[src/hdl/oa_cfg.svh]
// operand a block constants: offsets, fields, reset values
`ifndef OA_CFG_SVH
`define OA_CFG_SVH
`define OA_WORD_W      16
`define OA_BYTE_W      8
`define OA_OFF_CTRL    8'h00
`define OA_OFF_ROT     8'h04
`define OA_OFF_OPND    8'h08
`define OA_OFF_ACC1    8'h0C
`define OA_OFF_ACC2    8'h10
`define OA_OFF_ACC3    8'h14
`define OA_OFF_XOUT    8'h18
`define OA_OFF_STAT    8'h1C
`define OA_CTRL_CODE_LSB 0
`define OA_CTRL_LOAD_LSB 3
`define OA_CTRL_OVR_BIT  8
`define OA_CTRL_RST    32'h0000_0000
`define OA_ACC_RST     16'h0000
`endif

[src/hdl/oa_pkg.sv]
// operand a block types
`default_nettype none
package oa_pkg;
	typedef enum logic [2:0] {
		OA_X_ZERO   = 3'b000,
		OA_X_IMM    = 3'b001,
		OA_X_RSVD   = 3'b010,
		OA_X_COUNT  = 3'b011,
		OA_X_CONCAT = 3'b100,
		OA_X_ONE    = 3'b101,
		OA_X_TWO    = 3'b110,
		OA_X_THREE  = 3'b111
	} oa_xcode_e;
	typedef enum logic [1:0] {
		OA_SEL_THREE  = 2'b00,
		OA_SEL_TWO    = 2'b01,
		OA_SEL_ONE    = 2'b10,
		OA_SEL_CONCAT = 2'b11
	} oa_sel_e;
	typedef struct packed {
		logic    x_high_byte_enable;
		logic    x_mid_enable;
		logic    x_low_byte_enable;
		oa_sel_e x_reg_select;
	} oa_xctl_s;
	typedef struct packed {
		logic load_strobe_three;
		logic load_strobe_two;
		logic load_strobe_one;
	} oa_load_s;
endpackage
`default_nettype wire

[src/hdl/oa_operand_a.sv]
// operand a registers, x selector and ahb-lite register slave
`timescale 1ns/10ps
`default_nettype none
`include "oa_cfg.svh"
module oa_operand_a
	import oa_pkg::*;
#(
	parameter int unsigned WIDTH  = `OA_WORD_W,
	parameter int unsigned BYTE_W = `OA_BYTE_W
) (
	// system
	input  wire logic              hclk,
	input  wire logic              hresetn,
	// ahb-lite slave
	input  wire logic              hsel,
	input  wire logic [31:0]       haddr,
	input  wire logic [1:0]        htrans,
	input  wire logic              hwrite,
	input  wire logic [2:0]        hsize,
	input  wire logic [31:0]       hwdata,
	input  wire logic              hready,
	output logic                   hreadyout,
	output logic                   hresp,
	output logic [31:0]            hrdata,
	// controls from the microcode control register
	input  wire logic              phase_three_clock,
	input  wire logic              load_bit_one,
	input  wire logic              load_bit_two,
	input  wire logic              load_bit_three,
	input  wire logic              xsel_code_bit_hi,
	input  wire logic              xsel_code_bit_mid,
	input  wire logic              xsel_code_bit_lo,
	// operand sources
	input  wire logic [WIDTH-1:0]  rotator_output,
	input  wire logic [BYTE_W-1:0] immediate_value_reg,
	input  wire logic [BYTE_W-1:0] loop_count_reg,
	// adder x operand and decoded controls
	output logic [WIDTH-1:0]       x_operand,
	output var oa_xctl_s           x_ctl
);

	// bus state
	logic              wr_pend_reg;
	logic [7:0]        addr_reg;
	logic [31:0]       ctrl_reg;
	logic [WIDTH-1:0]  rot_reg;
	logic [31:0]       opnd_reg;
	logic              sw_step_reg;
	// datapath state
	logic [WIDTH-1:0]  acc_reg_one;
	logic [WIDTH-1:0]  acc_reg_two;
	logic [WIDTH-1:0]  acc_reg_three;
	logic [WIDTH-1:0]  x_operand_reg;
	oa_xctl_s          x_ctl_reg;
	// combinational
	logic              addr_phase;
	logic              sw_mode;
	oa_xcode_e         xcode;
	oa_load_s          strobe;
	oa_xctl_s          ctl_next;
	logic [WIDTH-1:0]  rot_word;
	logic [BYTE_W-1:0] imm_byte;
	logic [BYTE_W-1:0] cnt_byte;
	logic [WIDTH-1:0]  x_next;
	logic [31:0]       rdata_next;
	logic              wr_ctrl;
	logic              wr_rot;
	logic              wr_opnd;
	logic [WIDTH-1:0]  z_word;

	// one register stage covers every access, so no wait state is ever needed
	assign hreadyout  = 1'b1;
	assign hresp      = 1'b0;
	assign addr_phase = hsel && hready && htrans[1];
	assign sw_mode    = ctrl_reg[`OA_CTRL_OVR_BIT];

	// address phase capture; every transfer is zero wait
	always_ff @(posedge hclk or negedge hresetn) begin
		if (!hresetn) begin
			wr_pend_reg <= 1'b0;
		end else begin
			wr_pend_reg <= addr_phase && hwrite;
		end
	end

	// reads need no pending flag: their data is loaded in the address phase
	always_ff @(posedge hclk or negedge hresetn) begin
		if (!hresetn) begin
			addr_reg <= 8'h00;
		end else begin
			addr_reg <= haddr[7:0];
		end
	end

	// write decode, one strobe per writable register
	assign wr_ctrl = wr_pend_reg && (addr_reg == `OA_OFF_CTRL);
	assign wr_rot  = wr_pend_reg && (addr_reg == `OA_OFF_ROT);
	assign wr_opnd = wr_pend_reg && (addr_reg == `OA_OFF_OPND);

	// software writes; only whole words are meaningful, hsize is not checked
	always_ff @(posedge hclk or negedge hresetn) begin
		if (!hresetn) begin
			ctrl_reg <= `OA_CTRL_RST;
		end else if (wr_ctrl) begin
			// unused bits are dropped here so they always read back as zero
			ctrl_reg <= hwdata & 32'h0000_013F;
		end
	end

	always_ff @(posedge hclk or negedge hresetn) begin
		if (!hresetn) begin
			rot_reg <= `OA_ACC_RST;
		end else if (wr_rot) begin
			rot_reg <= hwdata[WIDTH-1:0];
		end
	end

	always_ff @(posedge hclk or negedge hresetn) begin
		if (!hresetn) begin
			opnd_reg <= 32'h0000_0000;
		end else if (wr_opnd) begin
			opnd_reg <= {16'h0000, hwdata[15:0]};
		end
	end

	// a control write in software mode issues one load step
	always_ff @(posedge hclk or negedge hresetn) begin
		if (!hresetn) begin
			sw_step_reg <= 1'b0;
		end else begin
			// the step lands with the new control word, so it uses the new load bits
			sw_step_reg <= wr_ctrl && hwdata[`OA_CTRL_OVR_BIT];
		end
	end

	// source select: pins normally, registers under software override
	always_comb begin
		rot_word = rotator_output;
		imm_byte = immediate_value_reg;
		cnt_byte = loop_count_reg;
		xcode    = oa_xcode_e'({xsel_code_bit_hi, xsel_code_bit_mid, xsel_code_bit_lo});
		strobe   = '{load_strobe_three: load_bit_three && phase_three_clock,
			load_strobe_two: load_bit_two && phase_three_clock,
			load_strobe_one: load_bit_one && phase_three_clock};
		if (sw_mode) begin
			rot_word = rot_reg;
			imm_byte = opnd_reg[BYTE_W-1:0];
			cnt_byte = opnd_reg[2*BYTE_W-1:BYTE_W];
			xcode    = oa_xcode_e'(ctrl_reg[`OA_CTRL_CODE_LSB +: 3]);
			strobe   = oa_load_s'(ctrl_reg[`OA_CTRL_LOAD_LSB +: 3] & {3{sw_step_reg}});
		end
	end

	// nanoword code to enables and selects
	always_comb begin
		ctl_next = '{1'b0, 1'b0, 1'b0, OA_SEL_CONCAT};
		unique case (xcode)
			OA_X_ZERO: begin
				ctl_next = '{1'b0, 1'b0, 1'b0, OA_SEL_CONCAT};
			end
			OA_X_IMM: begin
				ctl_next = '{1'b0, 1'b0, 1'b1, OA_SEL_CONCAT};
			end
			OA_X_RSVD: begin
				ctl_next = '{1'b0, 1'b0, 1'b0, OA_SEL_CONCAT};
			end
			OA_X_COUNT: begin
				ctl_next = '{1'b1, 1'b0, 1'b0, OA_SEL_CONCAT};
			end
			OA_X_CONCAT: begin
				ctl_next = '{1'b1, 1'b0, 1'b1, OA_SEL_CONCAT};
			end
			OA_X_ONE: begin
				ctl_next = '{1'b1, 1'b1, 1'b1, OA_SEL_ONE};
			end
			OA_X_TWO: begin
				ctl_next = '{1'b1, 1'b1, 1'b1, OA_SEL_TWO};
			end
			OA_X_THREE: begin
				ctl_next = '{1'b1, 1'b1, 1'b1, OA_SEL_THREE};
			end
		endcase
	end

	// a registers: each strobe alone decides, so any mix loads one word
	// they have no reset of their own; zero keeps them free of unknowns
	always_ff @(posedge hclk or negedge hresetn) begin
		if (!hresetn) begin
			acc_reg_one <= `OA_ACC_RST;
		end else if (strobe.load_strobe_one) begin
			acc_reg_one <= rot_word;
		end
	end

	always_ff @(posedge hclk or negedge hresetn) begin
		if (!hresetn) begin
			acc_reg_two <= `OA_ACC_RST;
		end else if (strobe.load_strobe_two) begin
			acc_reg_two <= rot_word;
		end
	end

	always_ff @(posedge hclk or negedge hresetn) begin
		if (!hresetn) begin
			acc_reg_three <= `OA_ACC_RST;
		end else if (strobe.load_strobe_three) begin
			acc_reg_three <= rot_word;
		end
	end

	// counter and immediate bytes, each gated by its own enable
	always_comb begin
		z_word = '0;
		if (ctl_next.x_high_byte_enable) begin
			z_word[WIDTH-1 -: BYTE_W] = cnt_byte;
		end
		if (ctl_next.x_low_byte_enable) begin
			z_word[BYTE_W-1:0] = imm_byte;
		end
	end

	// x selector; middle enable only qualifies register transfers
	always_comb begin
		x_next = '0;
		if (ctl_next.x_high_byte_enable || ctl_next.x_mid_enable
			|| ctl_next.x_low_byte_enable) begin
			unique case (ctl_next.x_reg_select)
				OA_SEL_THREE: begin
					x_next = acc_reg_three;
				end
				OA_SEL_TWO: begin
					x_next = acc_reg_two;
				end
				OA_SEL_ONE: begin
					x_next = acc_reg_one;
				end
				OA_SEL_CONCAT: begin
					x_next = z_word;
				end
			endcase
		end
	end // all enables false leaves zero

	// registered x operand toward the adder, in the same cycle as its registered controls
	always_ff @(posedge hclk or negedge hresetn) begin
		if (!hresetn) begin
			x_operand_reg <= '0;
		end else begin
			x_operand_reg <= x_next;
		end
	end

	// controls are registered too, so they line up with the operand they made
	always_ff @(posedge hclk or negedge hresetn) begin
		if (!hresetn) begin
			x_ctl_reg <= '{1'b0, 1'b0, 1'b0, OA_SEL_CONCAT};
		end else begin
			x_ctl_reg <= ctl_next;
		end
	end

	assign x_operand = x_operand_reg;
	assign x_ctl     = x_ctl_reg;

	// read data is prepared in the address phase so it stands in the data phase
	always_comb begin
		rdata_next = 32'h0000_0000;
		unique case (haddr[7:0])
			`OA_OFF_CTRL: begin
				rdata_next = ctrl_reg;
			end
			`OA_OFF_ROT: begin
				rdata_next = {16'h0000, rot_reg};
			end
			`OA_OFF_OPND: begin
				rdata_next = opnd_reg;
			end
			`OA_OFF_ACC1: begin
				rdata_next = {16'h0000, acc_reg_one};
			end
			`OA_OFF_ACC2: begin
				rdata_next = {16'h0000, acc_reg_two};
			end
			`OA_OFF_ACC3: begin
				rdata_next = {16'h0000, acc_reg_three};
			end
			`OA_OFF_XOUT: begin
				rdata_next = {16'h0000, x_operand_reg};
			end
			`OA_OFF_STAT: begin
				rdata_next = {27'h0000000, x_ctl_reg};
			end
			default: begin
				rdata_next = 32'h0000_0000;
			end
		endcase
	end

	always_ff @(posedge hclk or negedge hresetn) begin
		if (!hresetn) begin
			hrdata <= 32'h0000_0000;
		end else if (addr_phase && !hwrite) begin
			hrdata <= rdata_next;
		end
	end

endmodule
`default_nettype wire

[config.mk]
export PLATFORM = sky130hd
export DESIGN_NAME = oa_operand_a
export DESIGN_NICKNAME = d
export VERILOG_FILES = /design/src/hdl/oa_pkg.sv /design/src/hdl/oa_operand_a.sv
export VERILOG_INCLUDE_DIRS = /design/src /design/src/hdl
export SDC_FILE = /design/constraint.sdc
export NUM_CORES = 1
export LEC_CHECK = 0
export ABC_CLOCK_PERIOD_IN_PS = 2100
export BUFFER_PORTS_ARGS = -buffer_cell sky130_fd_sc_hd__buf_2
export CAP_MARGIN = 30
export CORE_MARGIN = 2
export CORE_UTILIZATION = 29
export CTS_BUF_LIST = sky130_fd_sc_hd__clkbuf_8
export DETAILED_ROUTE_END_ITERATION = 12
export PLACE_DENSITY = 0.49
export SLEW_MARGIN = 30
export SYNTH_ARGS = -nofsm -noshare
export SYNTH_HDL_FRONTEND = slang
export SYNTH_SLANG_ARGS = --single-unit
[constraint.sdc]
create_clock -name hclk -period 2.1 [get_ports hclk]
set_input_delay 0.21 -clock hclk [delete_from_list [all_inputs] [get_ports hclk]]
set_output_delay 0.21 -clock hclk [all_outputs]
set_load 0.005 [all_outputs]
## Word-level counts from Yosys, hierarchy flattened

Memories as Yosys holds them, arrays and structs flattened.
Index checks and enable logic that the tools add are counted.

- Register bits after elaboration: 150
- Bits in read-only memories: 40
- Input port bits: 113
- Word-level logic and storage cells: 56
- Memories: 1

- Equal/unequal tests: 12
- Mux-type cells: 10
- Bitwise gates (word level): 1
- Reductions and logical operators: 17

Memory list:

| memory | words | bits a word | rd ports | clocked after Yosys merged registers in | wr ports | line | text |
|---|---|---|---|---|---|---|---|
| (no name shown) | 8 | 5 | 1 | 0 | 0 | oa_operand_a.sv:157 | `unique case (xcode)` |

Operator list:

| kind | number |
|---|---|
| $pmux 16 s8 | 1 |
| $pmux 16 s4 | 1 |
| $eq 8x5->1 const B | 4 |
| $mux 16 | 2 |
| $mux 8 | 4 |
| $eq 8x4->1 const B | 3 |
| $eq 8x3->1 const B | 2 |
| $logic_not 8->1 | 2 |
| $logic_and 1x1->1 | 11 |
| $mux 3 | 2 |
| $eq 2x2->1 const B | 2 |
| $and 3x3->3 | 1 |
| $eq 2x1->1 const B | 1 |
| $logic_not 2->1 | 1 |
| $logic_or 1x1->1 | 2 |
| $logic_not 1->1 | 1 |

## Depth between registers and ports, before layout

An unclocked memory read counts as a cell.

- Word-level depth: 5
- Depth in mapped cells: 7
- Gate-level depth less buffers: 4

## Worst setup path before layout

Ideal clock, no wire load.

- Path kind: reg2reg
- From: register addr_reg[4]
- To: register ctrl_reg[0]
- Library setup time: 0.125 ns
- Arrival: 1.467 ns
- Slack: 0.508 ns
- Cell stages (with the launch flop): 5
- Buffers on the path: 0
- Cell sequence: dfrtp_1 nor4b_4 nand2_1 nor3_4 mux2_2

- Cells in the longest elaborated chain, start to end: 2

Ends and longest elaborated chain:

| element | line | text |
|---|---|---|
| start, declared | oa_operand_a.sv:44 | `logic [7:0] addr_reg;` |
| start signal, assigned | oa_operand_a.sv:91 | `addr_reg <= haddr[7:0];` |
| $logic_not 8->1 (no line) | - |  |
| $logic_and 1x1->1 | oa_operand_a.sv:96 | `` assign wr_ctrl = wr_pend_reg && (addr_reg == `OA_OFF_CTRL); `` |
| end signal, assigned | oa_operand_a.sv:103 | `` ctrl_reg <= `OA_CTRL_RST; `` |
| end signal, assigned | oa_operand_a.sv:106 | `ctrl_reg <= hwdata & 32'h0000_013F;` |
| end, declared | oa_operand_a.sv:45 | `logic [31:0] ctrl_reg;` |

No other way between the ends.
A chain may end at the register's enable or synchronous reset.

## Worst setup path after layout

- From: register ctrl_reg[8]
- To: register x_operand_reg[5] (netlist: x_operand[5])

- Cells in the longest elaborated chain, start to end: 5
- Elaborated cells on any way between the ends: 12

Ends and longest elaborated chain:

| element | line | text |
|---|---|---|
| $mux 3 | oa_operand_a.sv:145 | `if (sw_mode) begin` |
| $mem_v2 8x5 | - |  |
| $eq 2x2->1, or another cell as far along | oa_operand_a.sv:227 | `unique case (ctl_next.x_reg_select)` |
| $pmux 16 s4 or $logic_or 1x1->1 (tied branches) | oa_operand_a.sv:227, oa_operand_a.sv:226 |  |
| $mux 16 * | oa_operand_a.sv:225 | `if (ctl_next.x_high_byte_enable \|\| ctl_next.x_mid_enable` |
| named net x_next[5] | oa_operand_a.sv:64 | `logic [WIDTH-1:0] x_next;` |
| end signal, assigned | oa_operand_a.sv:249 | `x_operand_reg <= x_next;` |
| end, declared | oa_operand_a.sv:53 | `logic [WIDTH-1:0] x_operand_reg;` |

Mark *: on every way through the listed nets, which the timed path passes. The rest lies on a longest branch.

==> results.toml <==
[sta]
rsz0062_at_grt = "false"
finalWorstSetupSlack_ns = 0.265
min_period_ns = 1.83
fmax_mhz = 545
drv_slew = 0
worst_pin_slew_ns = 0.739
clock_skew_ns = 0.00941
setup_viol_count_final = 0
finalSetupTns_ns = 0
hold_viol = 0
maxSlewHeadroom_pct = 50.6
finalCritPeriodShare_pct = 87.4

[grt]
antenna_found_initial = 1
grt_pass1_wl_mm = 31.1
grt_pass1_vias = 5232
gr-usage-all-layers_pct = 17.0
grt.overflow.total = 0
grt_max_degree = 51

[layout]
synthToLayoutAreaGrowth_pct = 21.0
multi_input_area_um2 = 3210
fin_area_um2 = 8360
nFillCells = 2435
regArea_um2 = 3360
drive_gt1_share_pct = 33.5
fin_nets = 868

[cts]
cts.path.max_buffers = 2
cts_buffers = 17
post-cts-setup-buffers = 0
clock_sinks = 134
tritoncts = "done"
worst_skew_pair.late_latency_ns = 0.45
ctsHtreeMaxLevel = 4
cts.clk_slew.worst_paths_ns = 0.07
root_buffer = "clkbuf_8"

[synth]
ys_ff_latch = 134
synthCells = 620
synth_seq_area_share_pct = 48.6
ys_types = 50
synth_area_um2 = 6910
avgSynthCellArea_um2 = 11.1
ys_warn_count = 0
synth-edff-count = 0
synthArstFlopShare_pct = 100
yosys_most_used_dff = "dfrtp_1"

[route]
via_per_inst = 4.83
routedWlPerCell_um = 18.9
drt_iter0_drc = 285
finalWirelength_mm = 20.5
drt_pass1_iterations = 4
ant_nets = 0
drc_errors = 0
via_count = 5236

[floorplan]
die_h_um = 158
fp-row-count = 56
die_x_um = 158
num_io_pins = 168
dieArea_um2 = 25100
floorplan.initialDensity_pct = 29.5
core_um2 = 23400

[worst_setup_path]
path_class = "reg -> reg"
path_max_fanout = 10
start_kind = "flop"
critPathRequiredTime_ns = 2.47
endpoint_kind = "flop"
crit_chain = "buf_4 > mux2_4 > nor2_1 > buf_4 > nand3_1 > o21ai_1"
crit_family = "flip-flops"
path_buf_inv = 2
worst_ep_arrival_time_ns = 2.21
path_common_cell = "buf_4"
slowest_delay_ns = 0.53
critPathSlowestCell = "dfrtp_2"
rrSetupSlack_ns = 0.27

[power_and_ir_drop]
intPower_mw = 4.06
power_frac_clock_pct = 31.5
power_frac_comb_pct = 16.6
worst_ir_drop_vdd_mv = 0.255
power.share.sequential_pct = 51.9
power.density_nw_per_um2 = 680
leakage_nw = 3.69
switching_power_mw = 1.63
swShare_pct = 28.6

[placed_design]
dp_hpwl_mm = 14.6
gp_congestion = 0.786
numPortBuffers = 105
dp_slack_ns = 0.120
place_area_um2 = 7910

[run_status]
status = "complete, no violations"

[worst_hold_path]
hold_path_class = "in -> reg"

[flow_run]
max_cap_violations = 0
==> what timing repair did <==
action / CTS / global route
hold buffers: 14 / 0
resized for setup: 0 / 0
setup endpoints to repair: 0 / 0
hold endpoints to repair: 69 / 0
==> power groups by stage <==
stage	combinational, mW	clock, mW	sequential, mW
2_1_floorplan	0.580	0	2.95
3_3_place_gp	0.923	0	3.00
3_5_place_dp	0.933	0	3.00
4_1_cts	0.957	1.86	2.95
5_1_grt	1.06	1.96	2.98
6_report	0.942	1.79	2.95
==> metal layers <==
layer | track usage (%) | vias to the layer above | part of all wire [%] | routed length [um]
li1 | - | 2496 | - | -
met1 | 22.3 | 2585 | 46 | 9470
met2 | 28.0 | 135 | 48 | 9810
met3 | 3.43 | 20 | 4.8 | 987
met4 | 5.71 | 0 | 1.2 | 242
met5 | 0 | - | 0 | 0
==> kinds of logic after synthesis <==
family,count (synthesis),share of synthesized area [%]
buffers and inverters,66,6.01
AOI/OAI and AO/OA,143,12.3
and+or+nand+nor,138,9.81
other,2,0.109
DFF,134,48.6
muxes,137,23.2
==> path summary, 6_finish.rpt <==
path,endpoint,cells past startpoint,from
max reg2reg,x_operand[5],6,ctrl_reg[8]
max,x_operand[5],6,ctrl_reg[8]
min in group asynchronous,rot_reg[1],2,hresetn
min,opnd_reg[4],2,hwdata[4]
min reg2reg,hrdata[15],2,hrdata[15]
max in group asynchronous,x_ctl[0],3,hresetn
==> cell usage after synthesis, types with 2 or more instances <==
library cell  number  area, um^2
nand3_1            9        45.0
nand2_1           21        78.8
nor3_1             9        45.0
a221o_1            6        60.1
nand3b_1           2        15.0
a32o_1             8        80.1
dfstp_2            2        52.6
buf_2             19        95.1
nor2_1            68         255
conb_1             2        7.51
mux4_2            10         225
a211oi_1           2        15.0
and3_1             2        12.5
o211ai_1           6        45.0
a221oi_1           2        17.5
a31oi_1            8        50.1
dfrtp_1          132        3300
mux2i_4            2        45.0
o21ai_0           27         135
o22ai_1            2        12.5
buf_6              6        67.6
clkbuf_1           6        22.5
inv_1              9        33.8
o2bb2ai_1          3        26.3
and2_1             9        56.3
nor2b_1            4        25.0
a21oi_1           66         330
mux2_2            64         721
buf_4             23         173
nand4b_2           2        30.0
o21ai_1           10        50.1
mux2i_1           60         601
nand2b_1           2        12.5
==> placed cells by master, fill, tap and decap left out, drive strengths merged, types with 3 or more instances in the layout <==
cell type	Yosys	final
buf	50	143
dfrtp	132	132
nor2	68	68
a21oi	66	66
mux2	65	65
mux2i	62	62
o21ai	37	37
nand2	21	21
clkbuf	7	19
conb	2	18
inv	9	14
dlygate4sd3	0	14
nor3	11	11
mux4	10	10
and2	9	9
nand3	9	9
a31oi	8	8
a32o	8	8
a221o	6	6
o211ai	6	6
nor2b	4	4
clkinv	0	4
o2bb2ai	3	3
nand4b	3	3
==> metrics by stage <==
step	power, mW	utilization, %	hold WS, ns	instances
final	5.69	35.7	0.0296	1085
after CTS	5.77	35.7	0.000227	1084
after global routing	5.99	35.7	0.0114	1084
after detailed placement	3.94	33.8	0.202	1041
after global placement	3.92	33.8	0.198	1041
after floorplan	3.53	-	-0.0856	636
==> cell type report <==
type,instances,area share (%)
Timing Repair Buffer,157,12.6
Sequential cell,134,40.1
Clock inverter,10,0.553
Multi-Input combinational cell,436,38.3
Clock buffer,19,3.13
Inverter,9,0.404
Antenna cell,1,0.0299
Tap cell,319,4.77
Note: power is estimated with default switching activity, not from simulation.
